## src/verilog/picc_pkg.sv

```systemverilog
// package of constants for the per-port classify and tag control bytes
// assumes an 8-bit register access port with 8-bit addresses
package picc_pkg;
  localparam int          PICC_PORTS      = 3;
  localparam int          PICC_AW         = 8;
  localparam int          PICC_DW         = 8;
  localparam logic [7:0]  PICC_ADDR_P1    = 8'h10;
  localparam logic [7:0]  PICC_ADDR_P2    = 8'h20;
  localparam logic [7:0]  PICC_ADDR_P3    = 8'h30;
  localparam int          PICC_BIT_STORM  = 7;
  localparam int          PICC_BIT_DSCP   = 6;
  localparam int          PICC_BIT_UPRIO  = 5;
  localparam int          PICC_BIT_PORTHI = 4;
  localparam int          PICC_BIT_CEIL   = 3;
  localparam int          PICC_BIT_TAGINS = 2;
  localparam int          PICC_BIT_TAGRM  = 1;
  localparam int          PICC_BIT_DUALQ  = 0;
  localparam logic [7:0]  PICC_RESET_FIXED = 8'h00;
  localparam logic [7:0]  PICC_STRAP_MASK  = 8'h37;
  localparam int          PICC_UP_W       = 3;
  localparam int          PICC_VID_W      = 12;
endpackage : picc_pkg

```

## src/verilog/picc_ctrl_bank.sv

```systemverilog
// holds the three control bytes with registered read data
// assumes strap pins stable around reset release
`timescale 1ns/1ps
module picc_ctrl_bank (
  input  wire logic                         ref_clk_i,
  input  wire logic                         rst_b_i,
  input  wire logic                         clk_en_i,
  input  wire logic                         load_i,
  input  wire logic [picc_pkg::PICC_PORTS*8-1:0] strap_i,
  input  wire logic                         wr_i,
  input  wire logic [1:0]                   wsel_i,
  input  wire logic [7:0]                   wdata_i,
  input  wire logic [1:0]                   rsel_i,
  output logic      [7:0]                   rdata_o,
  output logic      [picc_pkg::PICC_PORTS*8-1:0] ctrl_o
);
  import picc_pkg::*;
  typedef struct packed {
    logic [PICC_PORTS*8-1:0] ctrl;
    logic [7:0]              rdata;
  } picc_bank_s;
  picc_bank_s st_reg;
  picc_bank_s st_next;
  always_comb begin
    st_next = st_reg;
    for (int p = 0; p < PICC_PORTS; p++) begin
      if (load_i) begin
        st_next.ctrl[p*8 +: 8] = (strap_i[p*8 +: 8] & PICC_STRAP_MASK)
                                 | PICC_RESET_FIXED;
      end else if (wr_i && wsel_i == 2'(p)) begin
        st_next.ctrl[p*8 +: 8] = wdata_i;
      end
    end
    st_next.rdata = 8'h00;
    for (int p = 0; p < PICC_PORTS; p++) begin
      if (rsel_i == 2'(p)) begin
        st_next.rdata = st_reg.ctrl[p*8 +: 8];
      end
    end
  end
  always_ff @(posedge ref_clk_i or negedge rst_b_i) begin
    if (!rst_b_i) begin
      st_reg <= '0;
    end else if (clk_en_i) begin
      st_reg <= st_next;
    end
  end
  assign rdata_o = st_reg.rdata;
  assign ctrl_o  = st_reg.ctrl;
endmodule : picc_ctrl_bank

```

## src/verilog/picc_port_ctrl.sv

```systemverilog
// per-port classify and egress tag control bytes and their effects
// assumes packet descriptors arrive synchronous to ref_clk_i
// Operation
// - three identical control bytes at 0x10, 0x20, 0x30
// - bit 7 enables broadcast storm protection on ingress
// - bit 6 enables DiffServ priority classification
// - bit 5 enables 802.1p user priority classification
// - fallback priority is high when bit 4 set, else low
// - OR of DiffServ and 802.1p results overrides port priority
// - bit 3 caps user priority at default tag priority
// - bit 2 inserts tag on egress for untagged arrivals only
// - inserted tag uses ingress port default VID
// - bit 1 strips tag on egress from tagged arrivals
// - bit 0 splits output queue into high and low queues
// - bit 0 clear gives single queue without precedence
// - reset clears bits 7,6,3; others load from straps
`timescale 1ns/1ps
module picc_port_ctrl (
  input  wire logic                          ref_clk_i,
  input  wire logic                          rst_b_i,
  input  wire logic                          clk_en_i,
  input  wire logic                          strap_port1_user_prio_class_en,
  input  wire logic                          strap_port2_user_prio_class_en,
  input  wire logic                          strap_port3_user_prio_class_en,
  input  wire logic                          strap_port1_default_high_prio,
  input  wire logic                          strap_port2_default_high_prio,
  input  wire logic                          strap_port3_default_high_prio,
  input  wire logic                          strap_port1_tag_insert,
  input  wire logic                          strap_port2_tag_insert,
  input  wire logic                          strap_port3_tag_insert,
  input  wire logic                          strap_port1_tag_strip,
  input  wire logic                          strap_port2_tag_strip,
  input  wire logic                          strap_port3_tag_strip,
  input  wire logic                          strap_port1_dual_queue,
  input  wire logic                          strap_port2_dual_queue,
  input  wire logic                          strap_port3_dual_queue,
  input  wire logic                          reg_wr_i,
  input  wire logic                          reg_rd_i,
  input  wire logic [picc_pkg::PICC_AW-1:0]  reg_addr_i,
  input  wire logic [picc_pkg::PICC_DW-1:0]  reg_wdata_i,
  output logic      [picc_pkg::PICC_DW-1:0]  reg_rdata_o,
  output logic                               reg_rvalid_o,
  input  wire logic                          in_valid_i,
  input  wire logic [1:0]                    in_port_i,
  input  wire logic                          in_bcast_i,
  input  wire logic                          in_dscp_en_hit_i,
  input  wire logic                          in_dscp_high_i,
  input  wire logic                          in_tagged_i,
  input  wire logic                          in_uprio_high_i,
  input  wire logic [picc_pkg::PICC_UP_W-1:0] in_uprio_i,
  input  wire logic [picc_pkg::PICC_UP_W*3-1:0] dflt_uprio_i,
  input  wire logic [picc_pkg::PICC_VID_W*3-1:0] dflt_vid_i,
  output logic                               cls_valid_o,
  output logic                               cls_high_o,
  output logic                               cls_storm_check_o,
  output logic      [picc_pkg::PICC_UP_W-1:0] cls_uprio_o,
  input  wire logic                          eg_valid_i,
  input  wire logic [1:0]                    eg_port_i,
  input  wire logic [1:0]                    eg_src_port_i,
  input  wire logic                          eg_rx_tagged_i,
  output logic                               eg_valid_o,
  output logic                               eg_insert_o,
  output logic                               eg_strip_o,
  output logic      [picc_pkg::PICC_VID_W-1:0] eg_vid_o,
  output logic      [2:0]                    dual_queue_o
);
  import picc_pkg::*;

  typedef struct packed {
    logic                  boot;
    logic                  rvalid;
    logic                  cls_valid;
    logic                  cls_high;
    logic                  cls_storm;
    logic [PICC_UP_W-1:0]  cls_uprio;
    logic                  eg_valid;
    logic                  eg_insert;
    logic                  eg_strip;
    logic [PICC_VID_W-1:0] eg_vid;
    logic [2:0]            dualq;
  } picc_top_s;

  picc_top_s                 st_reg;
  picc_top_s                 st_next;
  logic [PICC_PORTS*8-1:0]   ctrl;
  logic [PICC_PORTS*8-1:0]   strap;
  logic [7:0]                bank_rdata;
  logic                      hit;
  logic [1:0]                sel;
  logic [7:0]                ic;
  logic [7:0]                ec;
  logic                      cls_hit;
  logic [PICC_UP_W-1:0]      cap;

  assign strap = {
    2'b00, strap_port3_user_prio_class_en, strap_port3_default_high_prio,
    1'b0, strap_port3_tag_insert, strap_port3_tag_strip,
    strap_port3_dual_queue,
    2'b00, strap_port2_user_prio_class_en, strap_port2_default_high_prio,
    1'b0, strap_port2_tag_insert, strap_port2_tag_strip,
    strap_port2_dual_queue,
    2'b00, strap_port1_user_prio_class_en, strap_port1_default_high_prio,
    1'b0, strap_port1_tag_insert, strap_port1_tag_strip,
    strap_port1_dual_queue};

  always_comb begin
    hit = 1'b1;
    sel = 2'd0;
    case (reg_addr_i)
      PICC_ADDR_P1: sel = 2'd0;
      PICC_ADDR_P2: sel = 2'd1;
      PICC_ADDR_P3: sel = 2'd2;
      default: begin
        hit = 1'b0;
        sel = 2'd3;
      end
    endcase
  end

  picc_ctrl_bank u_bank (
    .ref_clk_i (ref_clk_i),
    .rst_b_i   (rst_b_i),
    .clk_en_i  (clk_en_i),
    .load_i    (st_reg.boot),
    .strap_i   (strap),
    .wr_i      (reg_wr_i && hit),
    .wsel_i    (sel),
    .wdata_i   (reg_wdata_i),
    .rsel_i    (sel),
    .rdata_o   (bank_rdata),
    .ctrl_o    (ctrl)
  );

  assign ic = ctrl[in_port_i*8 +: 8];
  assign ec = ctrl[eg_port_i*8 +: 8];

  always_comb begin
    st_next           = st_reg;
    st_next.boot      = 1'b0;
    st_next.rvalid    = reg_rd_i;
    st_next.cls_valid = in_valid_i && (in_port_i != 2'd3);
    cls_hit = (ic[PICC_BIT_DSCP] && in_dscp_en_hit_i)
           || (ic[PICC_BIT_UPRIO] && in_tagged_i);
    if (cls_hit) begin
      st_next.cls_high =
        (ic[PICC_BIT_DSCP] && in_dscp_en_hit_i && in_dscp_high_i)
        || (ic[PICC_BIT_UPRIO] && in_tagged_i && in_uprio_high_i);
    end else begin
      st_next.cls_high = ic[PICC_BIT_PORTHI];
    end
    st_next.cls_storm = ic[PICC_BIT_STORM] && in_bcast_i;
    cap = dflt_uprio_i[in_port_i*PICC_UP_W +: PICC_UP_W];
    if (ic[PICC_BIT_CEIL] && in_uprio_i > cap) begin
      st_next.cls_uprio = cap;
    end else begin
      st_next.cls_uprio = in_uprio_i;
    end
    st_next.eg_valid  = eg_valid_i && (eg_port_i != 2'd3);
    st_next.eg_insert = ec[PICC_BIT_TAGINS] && !eg_rx_tagged_i;
    st_next.eg_strip  = ec[PICC_BIT_TAGRM] && eg_rx_tagged_i;
    st_next.eg_vid    =
      dflt_vid_i[eg_src_port_i*PICC_VID_W +: PICC_VID_W];
    for (int p = 0; p < PICC_PORTS; p++) begin
      st_next.dualq[p] = ctrl[p*8 + PICC_BIT_DUALQ];
    end
  end

  always_ff @(posedge ref_clk_i or negedge rst_b_i) begin
    if (!rst_b_i) begin
      st_reg      <= '0;
      st_reg.boot <= 1'b1;
    end else if (clk_en_i) begin
      st_reg <= st_next;
    end
  end

  assign reg_rdata_o       = bank_rdata;
  assign reg_rvalid_o      = st_reg.rvalid;
  assign cls_valid_o       = st_reg.cls_valid;
  assign cls_high_o        = st_reg.cls_high;
  assign cls_storm_check_o = st_reg.cls_storm;
  assign cls_uprio_o       = st_reg.cls_uprio;
  assign eg_valid_o        = st_reg.eg_valid;
  assign eg_insert_o       = st_reg.eg_insert;
  assign eg_strip_o        = st_reg.eg_strip;
  assign eg_vid_o          = st_reg.eg_vid;
  assign dual_queue_o      = st_reg.dualq;
endmodule : picc_port_ctrl

```

## config.mk

```make
export PLATFORM = sky130hd
export DESIGN_NAME = picc_port_ctrl
export DESIGN_NICKNAME = d
export VERILOG_FILES = /design/src/verilog/picc_pkg.sv /design/src/verilog/picc_ctrl_bank.sv /design/src/verilog/picc_port_ctrl.sv
export SDC_FILE = /design/constraint.sdc
export NUM_CORES = 1
export LEC_CHECK = 0
export BUFFER_PORTS_ARGS = -buffer_cell sky130_fd_sc_hd__buf_2
export CORE_UTILIZATION = 49
export CTS_CLUSTER_DIAMETER = 120
export DETAILED_ROUTE_END_ITERATION = 6
export GPL_TIMING_DRIVEN = 0
export PLACE_DENSITY = 0.89
export SYNTH_ARGS = -nofsm -noshare
export SYNTH_HDL_FRONTEND = slang
export SYNTH_SLANG_ARGS = --single-unit
```

## constraint.sdc

```tcl
create_clock -name ref_clk_i -period 1.98 [get_ports ref_clk_i]
set_clock_uncertainty 0.05 [all_clocks]
set_input_delay 0 -clock ref_clk_i [delete_from_list [all_inputs] [get_ports ref_clk_i]]
set_output_delay 0 -clock ref_clk_i [all_outputs]
set_load 0.02 [all_outputs]
```

==> run summary, run 1 <==
The post-synthesis net count is roughly 430. The count of input and output buffers came out at 128. From bottom edge to top edge, the die measures 83.8 um. The clock network burns a little under a third of the power. The number of flops mapped to enable cells by yosys is 0. The via count of the first global-routing pass is 3749. In the final design database the tool counted a little over 600 nets. The count of final max-slew check failures came out at 0. The part of the total power dissipated in sequential elements is ~45%. No sink is reached through more buffers than the 2 on the longest clock path. The cell count after synthesis is 328. In this run the horizontal extent of the chip is 83.8 um. Entering global routing, the biggest net connects 59 pins. The final wirelength is 11000 um.

The startpoint identified for the worst hold timing path is eg_port_i[1]. The most critical setup path has its startpoint at reg_addr_i[1]. CTS saw 58 sinks. The number of H-tree levels came out at 3. The share of post-route cells with drive strength above 1 came out at 34.1%. STA classifies the critical path startpoint as a primary input. The remaining max-slew budget at the tightest pin came out at 14.3%.

Among cell families on the critical path, the largest total delay comes from simple AND/OR/NAND/NOR gates. The worst vdd rail ir drop is 0.520 mV. The total half-perimeter wirelength after legalization and detailed placement came out at 6910 um.

At the end of the flow the core is filled with cells to 73.1%. The worst setup path is captured at a register. Global routing used 32.2% of the available tracks across all layers.

The first-pass GRT wire length is between 15000 and 20000 um. After synthesis, the cell types taking the most area are sky130_fd_sc_hd__dfrtp_1 44%, sky130_fd_sc_hd__mux2i_1 9.2%, sky130_fd_sc_hd__nor2_1 5.5%. The number of flip-flops and latches in the synthesized netlist came out at 58. The switching power total is a little over 900 uW.

TritonCTS built the clock tree. The slack of the worst reg-to-reg path came out at 0.09 ns. During I/O placement, the number of pins put on the boundary was roughly 130. The weighted congestion reported at the end of routability-driven placement came out at 0.870. Cell internal power was estimated by the tool at 2100 uW. The core box area is 6390 sq um.

The number of different library cells used by synthesis comes to 44. The worst register-to-register path begins at st_reg[25]$_DFFE_PN1P_. The area growth from synthesis to layout came out at 42.4%. The final worst hold slack came out at ~0.023 ns. The proportion of total power due to net switching came out at 30.2%. The share of async-settable or async-resettable flops after synthesis is 100%.

Summed over all instances, the cell type with the most area after synthesis is sky130_fd_sc_hd__dfrtp_1. The number of failing hold endpoints at the final stage came out at 0. The initial standard-cell utilization of the core came out at between 50 and 60%. Counting I/O delays and the setup requirement, the final critical path takes 1.97 ns. The violation count after the first detailed-routing iteration came out at 275. The placement row count came out at 29. The static power due to leakage is between 0.002 and 0.0025 uW. The worst hold path terminates at eg_strip_o$_DFFE_PN0P_. The die covers between 7000 and 8000 sq um. Of all nets on the critical path, the largest fanout is 8. The type of the tightest min-delay check is in -> reg. The post-detailed-route count of antenna-violating nets is 0. In the synthesized netlist the dominant register cell turns out to be sky130_fd_sc_hd__dfrtp_1. Of the post-synthesis cell area, the dominant cell type holds a little over two fifths. The worst path buffer plus inverter count is 2. The number of antenna violations at the first check in global routing came out at 1. The worst register-to-register path ends at u_bank.ctrl_o[0]$_DFFE_PN0P_. The via count normalized by instance count is roughly 6.0. After clock tree synthesis, the clock-pin slew on the worst setup and hold paths is 0.06 ns. The top cell types in the final layout, fill and taps aside, are 128 x sky130_fd_sc_hd__buf_2, 57 x sky130_fd_sc_hd__dfrtp_1, 48 x sky130_fd_sc_hd__nor2_1. Buffers inserted during clock tree synthesis total 9. The worst hold path cell count came out at 4. The layout filler cell count came out at 453.

The number of violations of the max-capacitance limit is 0. The register with the most flip-flops in the layout has 24 of them. The instance count on the critical path is 6. The via count of the routed design came out at 3582. For the pin with the worst max-slew slack, the measured transition is between 1 and 1.5 ns. For this design, the slowest cell found on the critical path is sky130_fd_sc_hd__nor3_1. The share of the clock period used by the worst path after layout came out at between 90 and 100%. Setup repair after global routing left no endpoint under its margin. Traced cell by cell, the critical path runs through buf_2 > or4_4 > buf_6 > nor3_1 > a221oi_1 > nor2_1. The DRC violation count after routing is 0. The setup violation total in the final timing report came out at 0. The flow ran to the end, and the final reports show no timing, DRC or antenna violations. After detailed routing, the average wire length per cell comes to 18.4 um.

The data arrival time of the worst path is 2.18 ns. The portion of the post-synthesis area used by sequential elements is about 44%. The first-pass iteration count of the detailed router came out at 4. The power per cell area came out at between 600 and 700 nW/um^2. The post-synth design cell area is 3280 sq um. The final total negative setup slack came out at 0 ns. The clock reaches the later pin of the worst-skew pair after 0.33 ns. The type of the setup path with the least slack is in -> reg. The peak clock frequency supported by timing came out at slightly above 500 MHz.

The library cell used most frequently in the layout, excluding fill and tap cells, is sky130_fd_sc_hd__buf_2. The combinational power share is 24.0%. The mean area per synthesized cell is 9.99 sq um. The worst endpoint required time is 2.19 ns. The remaining global-route overflow is 0. Measured in cells, the most critical reg-to-reg path has a length of 5. Clock tree synthesis selected as its root buffer the cell sky130_fd_sc_hd__clkbuf_8. The count of synthesis-stage warnings from yosys is 0. The largest incremental delay on the critical path came out at 0.96 ns.
worst max-delay path by stage:
stage                                                to  slack (ns)
after floorplan              cls_uprio_o[0]$_DFFE_PN0P_        0.07
after global placement       cls_uprio_o[0]$_DFFE_PN0P_       -0.32
after detailed placement     cls_uprio_o[0]$_DFFE_PN0P_       -0.33
after CTS                        cls_high_o$_DFFE_PN0P_        0.04
after global routing      u_bank.rdata_o[3]$_DFFE_PN0P_        0.04
final                     u_bank.rdata_o[5]$_DFFE_PN0P_       0.008
through the flow:
step / std cells / instance area, sq um / setup slack [ns] / power (uW)
finish: 597 / 4670 / 0.00761 / 3010
global route: 597 / 4670 / 0.0436 / 3140
CTS: 594 / 4640 / 0.0431 / 2990
detailed placement: 533 / 4010 / -0.326 / 1990
global placement: 533 / 4010 / -0.321 / 1970
floorplan: 328 / 3280 / 0.0686 / 1710
power groups by stage:
stage	clock [uW]	sequential, uW	combinational (uW)
after global routing	1000	1350	783
after detailed placement	0	1360	626
after global placement	0	1360	608
after floorplan	0	1440	268
final	939	1350	723
after CTS	949	1340	702
repair_timing:
action / in CTS / in global routing
pin swaps: 0 / 2
setup buffers: 0 / 2
endpoints found under the hold margin: 94 / 0
resized for setup: 1 / 3
endpoints found under the setup margin: 4 / 3
hold buffers: 46 / 0
tightest hold or removal path: stages:
cell,delay [ns]
sky130_fd_sc_hd__buf_2,0.11
sky130_fd_sc_hd__nor2_1,0.05
sky130_fd_sc_hd__a21oi_1,0.13
sky130_fd_sc_hd__o2bb2ai_1,0.08
Yosys cell counts (all sizes together), types with 2 or more instances:
library cell / number
dfrtp: 57
nor2: 48
mux2i: 30
a21oi: 29
clkbuf: 17
nand2: 17
o2bb2ai: 14
mux2: 13
nor2b: 10
o221a: 10
or3: 10
a221oi: 8
inv: 7
buf: 6
a22oi: 5
a32oi: 5
nor4: 4
and2: 3
ha: 3
nand3: 3
o21ai: 3
o311ai: 3
a2bb2oi: 2
nor3: 2
o211ai: 2
o21a: 2
or2: 2
or4: 2
area by class of cell:
class	instances	area [sq um]	area share, %
diodes	1	2.50	0.0536
plain buffers	22	100	2.15
clock buffers	13	149	3.19
clock inverters	3	15.0	0.322
inverters	7	26.3	0.563
multi-input cells	240	1710	36.6
flip-flops and latches	58	1450	31.1
well taps	77	96.3	2.06
repair buffers	176	1120	24.0
cell families (layout without fill, tap and decap cells):
family / count (synthesis) / after routing / synth area share, %
simple gates: 104 / 104 / 16.2
compound gates: 90 / 90 / 20.8
flops: 58 / 58 / 44.3
mux: 43 / 43 / 13.6
buf+inv: 30 / 221 / 3.93
fa+ha+maj: 3 / 3 / 1.15
other cells: 0 / 1 / 0
routing by layer:
layer	global-route usage, %	up-vias	part of all wire [%]
met2	54.7	256	50
met1	35.9	1678	36
met4	22.2	0	4.6
li1	-	1600	-
met5	0	-	0
met3	7.02	48	9.4
Power figures use the tool's default switching activity.
==> run 2: changes to the inputs <==
CORE_UTILIZATION = 50   (was 49)
CTS_BUF_LIST = sky130_fd_sc_hd__clkbuf_4 sky130_fd_sc_hd__clkbuf_8   (was default)
PLACE_DENSITY = 0.9   (was 0.89)
==> run summary, run 2 (synthesis gave the netlist of run 1 again) <==
Walking the worst path, the cells encountered are clkbuf_1 > inv_1 > clkbuf_1 > clkbuf_1 > o2bb2ai_1 > dlygate4sd3_1. The worst-case clock buffer depth is 2 (unchanged). The clock network latency to the later pin of the worst-skew pair is 0.35 ns (+0.02 ns). The setup violation total in the final timing report came out at 0 (unchanged).

Setup repair after global routing could not meet its margin everywhere. The number of failing hold endpoints at the final stage came to 0 (unchanged). The remaining max-slew budget at the tightest pin was 21.2% (+6.9 points).

The final total negative setup slack came out at 0 ns (unchanged). The start of the worst register-to-register path is u_bank.ctrl_o[5]$_DFFE_PN0P_. The endpoint of the worst-slack reg-to-reg timing path is cls_high_o$_DFFE_PN0P_. The height of the die is 83.0 um (-0.98%). The number of antenna violations at the first check in global routing is 2 (+1).

The worst path buffer plus inverter count is 5 (+3). The final instance count without filler cells was 597 (unchanged). The count of boundary I/O pins is 131 (unchanged). The via count of the first global-routing pass came out at 3649 (-2.7%). The remaining global-route overflow was 0 (unchanged).

The biggest fanout along the worst timing path came to 10 (+2). The post-detailed-route count of antenna-violating nets is 0 (unchanged). The via count of the routed design is 3573 (-0.25%). The number of clock sinks is 58 (unchanged). The most used cell along the critical path is sky130_fd_sc_hd__clkbuf_1.

The number of violations of the max-capacitance limit came out at 0 (unchanged). The violation count after the first detailed-routing iteration came out at 249 (-9.5%). The number of cells on the worst reg-to-reg path came out at 5 (unchanged). The number of H-tree levels was 3 (unchanged). The layout filler cell count came to 424 (-6.4%).

The via count normalized by instance count is 5.98 (-0.25%). The top cell types in the final layout, fill and taps aside, are 128 x sky130_fd_sc_hd__buf_2, 57 x sky130_fd_sc_hd__dfrtp_1, 47 x sky130_fd_sc_hd__nor2_1, 47 x sky130_fd_sc_hd__dlygate4sd3_1, 30 x sky130_fd_sc_hd__mux2i_1. STA classifies the critical path startpoint as a primary input.

The slack of the worst reg-to-reg path is 0.07 ns (-0.02 ns). The time the worst path needs with I/O delays and setup came to 1.92 ns (-0.0480 ns). The worst endpoint required time came out at 2.21 ns (+0.02 ns). The path with the worst hold slack has its endpoint at eg_insert_o$_DFFE_PN0P_. The initial standard-cell utilization of the core came to 51.6% (+0.29 points). The largest net degree at the start of global routing came to 59 (unchanged). In this run the most critical hold path is launched from eg_port_i[1].

Among cell families on the critical path, the largest total delay comes from buffers and inverters. The area growth from synthesis to layout is 44.5%. The overall die area is 6880 sq um (-1.9%).

The flip-flop count of the largest register after layout came out at 24 (unchanged). The share of the clock period used by the worst path after layout is 97.2% (-2.4 points). The first-pass iteration count of the detailed router is 5 (+1). The static power due to leakage is 0.00215 uW (+1.2%). The peak clock frequency supported by timing is 520 MHz (+2.5%). The largest incremental delay on the critical path is 0.56 ns (-0.40 ns). The count of final max-slew check failures is 0 (unchanged).

The placement row count is 29 (unchanged). The total instance count after detailed placement is 533 (unchanged). The path class of the tightest hold or removal check is in -> reg. The final wirelength came out at 11000 um (+0.29%).

The first-pass GRT wire length came out at 17700 um (+0.27%). The flow ran to the end, and the final reports show no timing, DRC or antenna violations. The slew of the pin with the lowest slew margin is 1.17 ns (-0.105 ns). The data arrival time of the worst path came to 2.16 ns (-0.02 ns). The global router's overall resource usage is 33.1% (+0.88 points). The width of the die is 83.0 um (-0.98%). The post-CTS setup buffer count came out at 0 (unchanged).

The CTS tree is yes. The number of nets in the layout came out at 614 (-0.16%). The core box area is 6350 sq um (-0.57%). The type of the setup path with the least slack is in -> reg.

The number of clock buffers inserted by TritonCTS came out at 9 (unchanged). The weighted congestion reported at the end of routability-driven placement is 0.910 (+4.6%). The share of post-route cells with drive strength above 1 came out at 34.4% (+0.26 points).

The worst setup path is captured at a register. The mean routed wirelength per cell came to 18.4 um (+0.29%). The total half-perimeter wirelength after legalization and detailed placement came to 6970 um (+0.91%). The DRC violation count after routing is 0 (unchanged). The worst hold path cell count came to 3 (-1). The library cell used most frequently in the layout, excluding fill and tap cells, is sky130_fd_sc_hd__buf_2.

The clock-pin slew of the registers on the worst-case setup and hold paths came out at 0.07 ns (about the same). The buffer type at the clock tree root is sky130_fd_sc_hd__clkbuf_8. The count of input and output buffers is 128 (unchanged). The worst vdd rail ir drop came to 0.469 mV (-9.7%). The power per cell area came out at 713 nW/um^2 (+11%).

The cell type of the slowest stage on the worst timing path is sky130_fd_sc_hd__dlygate4sd3_1.
==> run 2: how the worst max path moves through the flow <==
stage	cells past startpoint	start	slack (ns)	endpoint
global route	6	clk_en_i	-0.002	eg_strip_o$_DFFE_PN0P_
global placement	9	in_port_i[1]	-0.32	cls_uprio_o[0]$_DFFE_PN0P_
detailed placement	9	in_port_i[1]	-0.38	cls_uprio_o[0]$_DFFE_PN0P_
CTS	9	in_port_i[1]	0.1	cls_uprio_o[0]$_DFFE_PN0P_
floorplan	9	in_port_i[1]	0.07	cls_uprio_o[0]$_DFFE_PN0P_
finish	6	clk_en_i	0.06	eg_strip_o$_DFFE_PN0P_
==> run 2: layer usage <==
layer / track usage, % / part of all wire, % / vias up
li1: - / - / 1596
met1: 39.8 / 38 / 1668
met2: 53.8 / 47 / 250
met3: 7.95 / 9.1 / 59
met4: 19.9 / 5.4 / 0
met5: 0 / 0 / -
==> run 2: layout make-up <==
| cell class | count | area, sq um | share of cell area, % |
|---|---|---|---|
| Timing Repair Buffer | 175 | 1110 | 23.5 |
| Clock buffer | 12 | 165 | 3.49 |
| Inverter | 7 | 26.3 | 0.555 |
| Clock inverter | 4 | 72.6 | 1.53 |
| Tap cell | 77 | 96.3 | 2.03 |
| Multi-Input combinational cell | 240 | 1700 | 36.0 |
| Sequential cell | 58 | 1450 | 30.7 |
| Antenna cell | 2 | 5.00 | 0.106 |
| Buffer | 22 | 100 | 2.11 |
==> run 2: metrics by stage <==
step / hold slack, ns / area (sq um) / setup slack, ns / total power [uW] / utilization [%]
detailed placement: 0.184 / 4010 / -0.377 / 1990 / 63.2
finish: 0.0257 / 4730 / 0.0556 / 3380 / 74.6
CTS: 0.00228 / 4720 / 0.0998 / 3360 / 74.3
global route: 0.0164 / 4730 / -0.00169 / 3520 / 74.6
global placement: 0.181 / 4010 / -0.322 / 1970 / 63.2
floorplan: -0.346 / 3280 / 0.0686 / 1710 / -
==> run 2: where the power goes <==
group / internal (uW) / leakage, uW / switching (uW)
logic: 334 / 0.00138 / 386
registers: 1280 / 0.000654 / 66.5
clock network: 810 / 0.000119 / 500
==> run 2: tightest hold or removal path, stage by stage <==
cell and delay, ns:
sky130_fd_sc_hd__buf_2 0.11, sky130_fd_sc_hd__o21ai_0 0.09, sky130_fd_sc_hd__a22o_1 0.17
==> run 2: repair_timing <==
action / CTS / global route
hold buffers: 47 / 0
hold endpoints to repair: 94 / 0
setup endpoints to repair: 7 / 5
gates resized for setup: 1 / 4
==> run 3: changes to the inputs <==
PLACE_DENSITY = 0.87   (was 0.9)
==> run summary, run 3 (synthesis gave the netlist of run 1 again) <==
The type of the setup path with the least slack is reg -> reg. The placement row count is 29 (unchanged). The number of failing hold endpoints at the final stage is 0 (unchanged). The number of cells on the worst reg-to-reg path is 5 (unchanged). In this run the worst hold path is classified as in -> reg. The number of clock buffers inserted by TritonCTS came to 9 (unchanged).

For hold timing, the worst endpoint is eg_insert_o$_DFFE_PN0P_. The worst endpoint required time is 2.17 ns (-0.04 ns). The number of H-tree levels is 3 (unchanged).

The final worst hold slack is 0.0477 ns (+0.0220 ns). The signal on the critical path passes through mux2i_1 > o2bb2ai_1 > and3_1 > dlygate4sd3_1 > o32a_1. The number of violations of the max-capacitance limit is 0 (unchanged). In this run the critical register-to-register path is captured at cls_high_o$_DFFE_PN0P_. The setup violation total in the final timing report is 0 (unchanged).

The remaining global-route overflow is 0 (unchanged). STA classifies the critical path startpoint as a register. The time the worst path needs with I/O delays and setup came out at 1.85 ns (-0.0760 ns). The initial standard-cell utilization of the core came out at 51.6% (unchanged). Setup repair after global routing left no endpoint under its margin.

The via count of the first global-routing pass is 3579 (-1.9%). The core box area was 6350 sq um (unchanged). The largest net degree at the start of global routing is 59 (unchanged). In the layout the commonest cells are 128 x sky130_fd_sc_hd__buf_2, 57 x sky130_fd_sc_hd__dfrtp_1, 48 x sky130_fd_sc_hd__dlygate4sd3_1.

The power per cell area came out at 703 nW/um^2 (-1.5%). The peak clock frequency supported by timing came to 541 MHz (+4.1%). The first-pass iteration count of the detailed router came out at 5 (unchanged). The number of nets in the layout came out at 615 (+0.16%). The worst path buffer plus inverter count came out at 1 (-4). The violation count after the first detailed-routing iteration is 284 (+14%). The start point of the worst hold path is eg_port_i[1]. The mean routed wirelength per cell came out at 18.2 um (-1.5%). The count of input and output buffers came out at 128 (unchanged). On the critical path, the stage with the largest delay is an instance of sky130_fd_sc_hd__dlygate4sd3_1. The remaining max-slew budget at the tightest pin is 28.2% (+6.9 points). The slack of the worst reg-to-reg path is 0.13 ns (+0.06 ns). The global router's overall resource usage is 32.6% (-0.52 points).

The final wirelength is 10900 um (-1.3%). The via count of the routed design came to 3575 (+0.056%). The worst hold path cell count was 3 (unchanged). In this run the critical register-to-register path is launched from u_bank.ctrl_o[21]$_DFFE_PN0P_. The width of the die is 83.0 um (unchanged).

The biggest fanout along the worst timing path is 3 (-7). The weighted congestion reported at the end of routability-driven placement came out at 0.900 (-1.0%). The slew of the pin with the lowest slew margin was 1.07 ns (-0.101 ns). The final standard cell area without fillers came to 4730 sq um (-0.13%). The count of boundary I/O pins came out at 131 (unchanged). The worst-case clock buffer depth is 2 (unchanged). The share of the clock period used by the worst path after layout came to 93.4% (-3.8 points). The worst vdd rail ir drop is 0.458 mV (-2.4%). The most common cell after layout, fill and taps aside is sky130_fd_sc_hd__buf_2.

The top cell family by delay on the critical path is buffers and inverters. The overall die area was 6880 sq um (unchanged). The clock network latency to the later pin of the worst-skew pair is 0.35 ns (about the same).

The number of antenna violations at the first check in global routing is 2 (unchanged). The largest incremental delay on the critical path came to 0.55 ns (about the same). The cell sitting at the root of the clock tree is a sky130_fd_sc_hd__clkbuf_8. The sum of internal, switching and leakage power came out at 3320 uW (-1.6%). The DRC violation count after routing came out at 0 (unchanged). The area growth from synthesis to layout came out at 44.3%.

The data arrival time of the worst path is 2.03 ns (-0.13 ns). TritonCTS built the clock tree. The first-pass GRT wire length was 17600 um (-0.89%). The count of final max-slew check failures is 0 (unchanged). The static power due to leakage came out at 0.00215 uW (-0.28%). The clock-pin slew of the registers on the worst-case setup and hold paths came out at 0.08 ns (about the same). The flip-flop count of the largest register after layout came out at 24 (unchanged). The via count normalized by instance count was 5.98 (-0.11%). The layout filler cell count is 425 (+0.24%). The post-detailed-route count of antenna-violating nets was 0 (unchanged). STA classifies the critical path endpoint as a register. The height of the die came out at 83.0 um (unchanged). The share of post-route cells with drive strength above 1 was 34.3% (-0.066 points).

The standard cell area after detailed placement came out at 4010 sq um (unchanged). The total half-perimeter wirelength after legalization and detailed placement is 6970 um (about the same). The number of clock sinks came to 58 (unchanged). The run finished with clean final reports. The post-route core utilization came out at 74.5% (-0.098 points).
## run 3: changes by cell type in the layout (fill, tap and decap cells not counted)
cell | previous run | this run
sky130_fd_sc_hd__clkbuf_8 | 12 | 9
sky130_fd_sc_hd__clkinv_4 | 0 | 2
sky130_fd_sc_hd__clkbuf_1 | 15 | 14
sky130_fd_sc_hd__clkbuf_2 | 1 | 2
sky130_fd_sc_hd__clkinv_2 | 1 | 0
sky130_fd_sc_hd__clkinvlp_4 | 1 | 2
sky130_fd_sc_hd__dlygate4sd3_1 | 47 | 48
sky130_fd_sc_hd__inv_6 | 0 | 1
sky130_fd_sc_hd__nor3_1 | 1 | 2
sky130_fd_sc_hd__nor3_2 | 1 | 0
## run 3: worst max-delay path by stage
stage | start | endpoint | slack (ns) | depth (start not counted)
4_1_cts | st_reg[25]$_DFFE_PN1P_ | u_bank.ctrl_o[18]$_DFFE_PN0P_ | 0.03 | 5
5_1_grt | clk_en_i | eg_valid_o$_DFFE_PN0P_ | 0.03 | 6
6_report | u_bank.ctrl_o[21]$_DFFE_PN0P_ | cls_high_o$_DFFE_PN0P_ | 0.13 | 5
2_1_floorplan | in_port_i[1] | cls_uprio_o[0]$_DFFE_PN0P_ | 0.07 | 9
3_5_place_dp | in_port_i[1] | cls_uprio_o[2]$_DFFE_PN0P_ | -0.35 | 9
3_3_place_gp | in_port_i[1] | cls_uprio_o[0]$_DFFE_PN0P_ | -0.27 | 9
## run 3: timing repair
item / 4_1_cts / 5_1_grt
setup buffers: 0 / 0
hold endpoints to repair: 94 / 0
gates cloned: 0 / 0
hold buffers: 48 / 0
setup endpoints to repair: 1 / 10
resized for setup: 1 / 5
## run 3: layout make-up
type	count	area [sq um]	share of cell area [%]
Multi-Input combinational cell	240	1700	35.9
Buffer	22	101	2.14
Sequential cell	58	1450	30.7
Clock buffer	9	124	2.62
Inverter	7	26.3	0.556
Timing Repair Buffer	176	1120	23.8
Tap cell	77	96.3	2.04
Clock inverter	7	101	2.14
Antenna cell	2	5.00	0.106
## run 3: tightest hold or removal path, stage by stage
cell                      delay, ns
sky130_fd_sc_hd__buf_2         0.12
sky130_fd_sc_hd__o21ai_0       0.09
sky130_fd_sc_hd__a22o_1        0.19
## run 3: power breakdown
group          switching (uW)  internal [uW]  total (uW)  leakage (uW)
Combinational             385            336         721       0.00139
Clock                     540            716        1260      0.000106
Sequential               64.7           1280        1350      0.000654
## run 3: per-stage QoR
stage          setup WS, ns  std cells  setup TNS [ns]
6_report              0.132        598               0
5_1_grt              0.0287        598               0
4_1_cts              0.0257        597               0
3_5_place_dp         -0.348        533           -1.35
3_3_place_gp         -0.273        533           -1.40
2_1_floorplan        0.0686        328               0
## run 3: per-layer routing
metal,up-vias,track usage (%),share of wire [%]
met5,-,0,0
met4,0,18.7,5.7
met3,59,7.55,8.3
met2,224,53.9,49
met1,1698,39.0,37
li1,1594,-,-
